===== config.mk =====
export PLATFORM = sky130hd
export DESIGN_NAME = rut_top
export DESIGN_NICKNAME = d
export VERILOG_FILES = /design/src/rut_pkg.sv /design/src/rut_top.sv
export SDC_FILE = /design/constraint.sdc
export NUM_CORES = 1
export LEC_CHECK = 0
export ABC_AREA = 1
export BUFFER_PORTS_ARGS = -buffer_cell sky130_fd_sc_hd__buf_4
export CORE_MARGIN = 3
export CORE_UTILIZATION = 35
export CTS_BUF_LIST = sky130_fd_sc_hd__clkbuf_2 sky130_fd_sc_hd__clkbuf_4 sky130_fd_sc_hd__clkbuf_8
export DETAILED_ROUTE_END_ITERATION = 7
export HOLD_SLACK_MARGIN = 0.05
export PLACE_DENSITY = 0.71
export SETUP_SLACK_MARGIN = 0.02
export SYNTH_ARGS = -nofsm -noshare
export SYNTH_HDL_FRONTEND = slang
export SYNTH_SLANG_ARGS = --single-unit

===== constraint.sdc =====
create_clock -name hclk -period 2.9 [get_ports hclk]
set_input_delay 0.435 -clock hclk [delete_from_list [all_inputs] [get_ports hclk]]
set_output_delay 0.435 -clock hclk [all_outputs]
set_load 0.01 [all_outputs]

===== src/rut_pkg.sv =====
package rut_pkg;

	// register byte offsets within the block
	localparam logic [11:0] RUT_OFS_SWRST = 12'ha40;
	localparam logic [11:0] RUT_OFS_UNLOCK = 12'ha5c;
	localparam logic [11:0] RUT_OFS_TRIM = 12'ha6c;
	localparam logic [11:0] RUT_OFS_STATUS = 12'ha70;

	// unlock value and field layout
	localparam logic [15:0] RUT_UNLOCK_VALUE = 16'h12ea;
	localparam int RUT_TRIM_MSB = 3;
	localparam int RUT_STATUS_OPEN_BIT = 0;

	// values after reset
	localparam logic [15:0] RUT_RST_UNLOCK = 16'h0000;
	localparam logic [15:0] RUT_RST_TRIM = 16'h0088;
	localparam logic [15:0] RUT_RST_SWRST = 16'h0000;
	localparam logic [31:0] RUT_RST_RDATA = 32'h0000_0000;
	localparam logic [11:0] RUT_RST_ADDR = 12'h000;

	// ahb transfer type bits and response
	localparam logic [1:0] RUT_HTRANS_NONSEQ = 2'h2;
	localparam logic RUT_HRESP_OKAY = 1'h0;

	// protection state of the software reset control register
	typedef enum logic [0:0]
	{
		RUT_LOCKED = 1'b0,
		RUT_OPEN = 1'b1
	} rut_lock_t;

	// address phase as the slave captures it
	typedef struct packed
	{
		logic take;
		logic write;
		logic [11:0] addr;
	} rut_req_t;

	// whole state of the block
	typedef struct packed
	{
		rut_lock_t lock;
		logic wr_pend;
		logic [11:0] wr_addr;
		logic [15:0] unlock_code;
		logic [15:0] trim;
		logic [15:0] swrst;
		logic [31:0] rdata;
	} rut_state_t;

endpackage


===== src/rut_top.sv =====
// Overview of operation
// - control register locked until key 0x12ea written
// - any other register write relocks the protection
// - key is write-only sixteen bits, resets zero
// - sixteen-bit trim register, read/write, resets to 0x0088; low four bits drive trim_out
`timescale 1ns/1ps
`default_nettype none

module rut_top
	import rut_pkg::*;
(
	// clock and reset
	input wire logic hclk,
	input wire logic hresetn,
	// ahb-lite address phase
	input wire logic hsel,
	input wire logic [31:0] haddr,
	input wire logic [1:0] htrans,
	input wire logic hwrite,
	input wire logic [2:0] hsize,
	input wire logic hready,
	// ahb-lite data phase
	input wire logic [31:0] hwdata,
	output logic [31:0] hrdata,
	output logic hreadyout,
	output logic hresp,
	// towards the oscillator and reset logic
	output logic [RUT_TRIM_MSB:0] trim_out,
	output logic [15:0] swrst_ctrl,
	output logic unlocked
);

	rut_state_t s_r;
	rut_state_t s_nxt;
	rut_req_t req;
	logic dp_key;
	logic dp_trim;
	logic dp_swrst;
	logic [15:0] trim_view;
	logic [15:0] swrst_view;
	rut_lock_t lock_view;

	// hready gates the capture so a stalled bus never starts a second transfer
	// address phase capture; only word transfers are expected, so hsize is not decoded
	always_comb
	begin
		req.take = hsel & hready & htrans[1];
		req.write = hwrite;
		req.addr = {haddr[11:2], 2'b00};
	end

	// reads load wr_addr too, but wr_pend masks them out of the decode
	// decode of the write that is in its data phase
	assign dp_key = (s_r.wr_addr == RUT_OFS_UNLOCK);
	assign dp_trim = (s_r.wr_addr == RUT_OFS_TRIM);
	assign dp_swrst = (s_r.wr_addr == RUT_OFS_SWRST);

	// the lock is judged on data-phase writes only; reads pass it through
	// a refused control write still relocks, so a stray write never leaves it open
	// register values with the pending write folded in, so a read right behind a write sees new data
	always_comb
	begin
		trim_view = s_r.trim;
		swrst_view = s_r.swrst;
		lock_view = s_r.lock;
		if (s_r.wr_pend)
		begin
			if (dp_trim)
			begin
				trim_view = hwdata[15:0];
			end
			if (dp_swrst)
			begin
				if (s_r.lock == RUT_OPEN)
				begin
					swrst_view = hwdata[15:0];
				end
				lock_view = RUT_LOCKED;
			end
			else if (dp_key)
			begin
				lock_view = (hwdata[15:0] == RUT_UNLOCK_VALUE) ? RUT_OPEN : RUT_LOCKED;
			end
			else
			begin
				lock_view = RUT_LOCKED;
			end
		end
	end

	// rdata is zero outside a read data phase, so idle cycles leak nothing
	// limitation: no wait states, a read behind a write relies on the forwarding above
	// next state: writes land in the data phase, reads are answered from the address phase
	always_comb
	begin
		s_nxt = s_r;
		s_nxt.trim = trim_view;
		s_nxt.swrst = swrst_view;
		s_nxt.lock = lock_view;
		if (s_r.wr_pend && dp_key)
		begin
			s_nxt.unlock_code = hwdata[15:0];
		end
		s_nxt.wr_pend = req.take & req.write;
		s_nxt.wr_addr = req.take ? req.addr : RUT_RST_ADDR;
		if (req.take && !req.write)
		begin
			// reads never touch the lock state
			case (req.addr)
				RUT_OFS_UNLOCK: s_nxt.rdata = 32'h0000_0000;
				RUT_OFS_TRIM: s_nxt.rdata = {16'h0000, trim_view};
				RUT_OFS_SWRST: s_nxt.rdata = {16'h0000, swrst_view};
				RUT_OFS_STATUS: s_nxt.rdata = {31'h0000_0000, lock_view == RUT_OPEN};
				default: s_nxt.rdata = 32'h0000_0000;
			endcase
		end
		else
		begin
			s_nxt.rdata = 32'h0000_0000;
		end
	end

	// the lock always starts closed after reset
	// state register
	always_ff @(posedge hclk or negedge hresetn)
	begin
		if (!hresetn)
		begin
			s_r.lock <= RUT_LOCKED;
			s_r.wr_pend <= 1'b0;
			s_r.wr_addr <= RUT_RST_ADDR;
			s_r.unlock_code <= RUT_RST_UNLOCK;
			s_r.trim <= RUT_RST_TRIM;
			s_r.swrst <= RUT_RST_SWRST;
			s_r.rdata <= RUT_RST_RDATA;
		end
		else
		begin
			s_r <= s_nxt;
		end
	end

	// swrst_ctrl feeds the reset logic directly and moves only on an unlocked write
	// outputs; zero wait states, never an error
	assign hrdata = s_r.rdata;
	assign hreadyout = 1'b1;
	assign hresp = RUT_HRESP_OKAY;
	assign trim_out = s_r.trim[RUT_TRIM_MSB:0];
	assign swrst_ctrl = s_r.swrst;
	assign unlocked = (s_r.lock == RUT_OPEN);

	// helper: a read of the key register entering its data phase
	logic key_rd;
	assign key_rd = req.take & !req.write & (req.addr == RUT_OFS_UNLOCK);

	// helpers: key or control write in its data phase, and any read being taken
	logic key_wr;
	logic ctl_wr;
	logic rd_take;
	assign key_wr = s_r.wr_pend & dp_key;
	assign ctl_wr = s_r.wr_pend & dp_swrst;
	assign rd_take = req.take & !req.write;
endmodule

`default_nettype wire


==> out/qor.yml <==
sta:
  relSlewSlack_pct: 43.63
  period_share_pct: 65.81
  hold_viol_final: 0
  setup_tns_ns: 0
  max_freq_mhz: 523.9
  fin_skew_ns: 0.01171
  finalMaxSlewViolations: 0
  worst_slew_pin_slew_ns: 0.8454
  rsz0062_at_grt: "no"
  setup_viol: 0
  min_period_ns: 1.909
final_layout:
  fillerInstances: 833
  syn_to_final_growth_pct: 12.93
  seq_area_um2: 1504
  drive_gt1_share_pct: 29.66
  multiInputGateArea_um2: 1039
  fin_nets: 477
  antenna_cells: 0
grt:
  grt_pass1_wl_mm: 10.14
  grt_max_degree: 61
  grt_pass1_vias: 2121
  met3_usage_pct: 3.875
  top_usage_layer: "met2"
  antenna_found_initial: 0
  grt_usage_pct: 13.01
  overflow: 0
  met2_usage_pct: 21.11
  grt.met1_usage_pct: 15.52
pwr:
  p_sw_share_pct: 23.33
  power.share.combinational_pct: 7.3
  clock_power_share_pct: 40.3
  p_leak_uw: 0.001784
  power.switching_uw: 382.8
  power_density_nw_per_um2: 462.1
  max-vdd-ir-drop_v: 0.0001478
  finalPower_uw: 1641
  p_seq_share_pct: 52.4
  intPower_uw: 1258
place:
  gp_congestion: 0.8158
  io_buffers: 68
  dp.final_hpwl_mm: 4.584
floorplanning:
  start_util_pct: 37.15
  die_w_um: 100.8
  io-pin-count: 129
  num_rows: 33
  coreArea_um2: 8464
  die-area_um2: 10160
  die_height_um: 100.8
synthesis:
  synthMuxAreaShare_pct: 0
  synth_area_leaders: "dfrtp_1 (46%), buf_4 (13%), nand2_1 (10%)"
  synth.largest_area_cell: "dfrtp_1"
  synth_area_um2: 3144
  syn_avg_cell_area_um2: 8.475
  async_reset_ff_share_pct: 100.0
  netlist_instances: 371
  synth-edff-count: 0
  yosys_warnings: 0
  synthSimpleGateAreaFrac_pct: 22.12
  synth_compound_area_share_pct: 8.754
  synth.ff_latch_count: 60
  synth.yosys.seq_area_share_pct: 47.83
  yosysMostFrequentCell: "nand2_1"
  synth_top_area_share_pct: 46.16
  synth_ff_type: "dfrtp_1"
  synth_top_family_by_area: "simple AND/OR/NAND/NOR gates"
  ys_top_cells_by_count: "nand2_1 (84), dfrtp_1 (58), buf_4 (56), inv_1 (46), nor2_1 (41)"
  ys_types: 25
  synthAdderAreaFrac_pct: 0
  synth_xor_area_share_pct: 0
critical_path:
  rr_worst_depth: 7
  cp-start-kind: "flip-flop"
  r2r_end: "hrdata[5]"
  crit_top_cell: "nand2_1"
  crit_path_start: "s_r[88]"
  ff2ff_setup_slack_ns: 0.99
  criticalPathCategory: "flip-flop to flip-flop"
  critPathTopFamily: "simple AND/OR/NAND/NOR gates"
  cp-end-kind: "flip-flop"
  crit_path_max_fanout: 31
  required_ns: 3.14
  critPathMaxStageDelay_ns: 0.47
  cp_slowest_cell: "nand3_4"
  crit_buf_inv: 1
  crit_chain: "inv_1 -> nand2_1 -> nor2_4 -> nand3_4 -> a21oi_2 -> nand2_1 -> a21oi_1"
  crit_arrival_ns: 2.15
  r2r_start: "s_r[88]"
clocking:
  post-cts-setup-buffers: 0
  clk_latency_ns: 0.33
  htreeDepth: 3
  cts.sinks: 60
  cts_root_buf: "clkbuf_8"
  path_clk_slew_ns: 0.07
  holdBufCountCts: 0
  cts.repair.resized: 0
  cts_tree: "yes"
  clock_path_buffers: 2
  cts_buffers: 9
detailed_routing:
  drtIter0Drc: 115
  wl_mm: 6.459
  ant_nets: 0
  wl_per_cell_um: 12.59
  vias: 2237
  vias_per_cell: 4.361
  drtPass1Iterations: 5
  drc_errors: 0
worst_hold_path:
  hp-class: "input pin to asynchronous set/reset pin"
run_status:
  status: "completed"
job:
  maxCapViolCount: 0
-- final cells by class --
class	count	area share (%)
clock inverters	3	0.4228
clock buffers	13	4.510
inverters	49	5.180
repair buffers	69	14.59
flip-flops and latches	60	42.35
multi-input cells	214	29.25
well taps	105	3.700
-- worst max-delay path by stage --
stage	to	slack (ns)	depth (start not counted)
final	hrdata[5]	0.99	7
after global routing	hrdata[10]	0.78	8
after CTS	hrdata[5]	0.97	7
after detailed placement	hrdata[4]	0.87	6
after global placement	hrdata[10]	0.91	6
after floorplan	hrdata[0]	1.58	8
-- state kept, by name (all words and copies together), names as in the netlist --
name	cells
swrst_ctrl	16
s_r	23
trim_out	4
unlocked	1
hrdata	16
-- power groups by stage --
| stage | Combinational, uW | Clock, uW | Sequential [uW] |
|---|---|---|---|
| floorplan | 72.9 | 0 | 874 |
| global placement | 118 | 0 | 875 |
| detailed placement | 121 | 0 | 875 |
| CTS | 121 | 687 | 860 |
| global route | 135 | 713 | 861 |
| finish | 120 | 661 | 860 |
-- routing by layer --
metal | wire length [um] | up-vias
li1 | - | 1123
met5 | 0 | -
met4 | 94 | 0
met3 | 451 | 8
met2 | 3148 | 63
met1 | 2764 | 1043
-- stage by stage --
stage | setup slack (ns) | hold WS (ns) | cell area [um2] | cells | util (%)
2_1_floorplan | 1.577 | 0.1394 | 3204 | 387 | -
3_5_place_dp | 0.8739 | 0.4670 | 3376 | 497 | 39.88
3_3_place_gp | 0.9104 | 0.4537 | 3376 | 497 | 39.88
4_1_cts | 0.9677 | 0.1847 | 3551 | 513 | 41.95
5_1_grt | 0.7845 | 0.2179 | 3551 | 513 | 41.95
6_report | 0.9914 | 0.1685 | 3551 | 513 | 41.95
-- cells in the final DEF, fill, tap and decap left out, types with 4 or more instances in the layout --
cell type and n:
o21ai_2 5, buf_4 69, a21oi_2 15, conb_1 18, nand3_1 13, nor2_4 5
nand2_1 84, inv_1 46, a21oi_1 16, o21ai_1 4, clkbuf_8 10, dfrtp_1 58
nor2_1 41
-- worst reg2reg max path: cells and delay by family (launching register included) --
kind	cells	cell delay, ns
flip-flops	1	0.36
buffers and inverters	1	0.05
AND/OR/NAND/NOR	4	0.94
AO/OA/AOI/OAI	2	0.47
-- kinds of logic (layout without fill, tap and decap cells) --
logic type	count (synthesis)	after routing
AND/OR/NAND/NOR	156	156
buffers and inverters	113	134
flip-flops	60	60
AO/OA/AOI/OAI	40	40
other	2	18
Power figures use the tool's default switching activity.
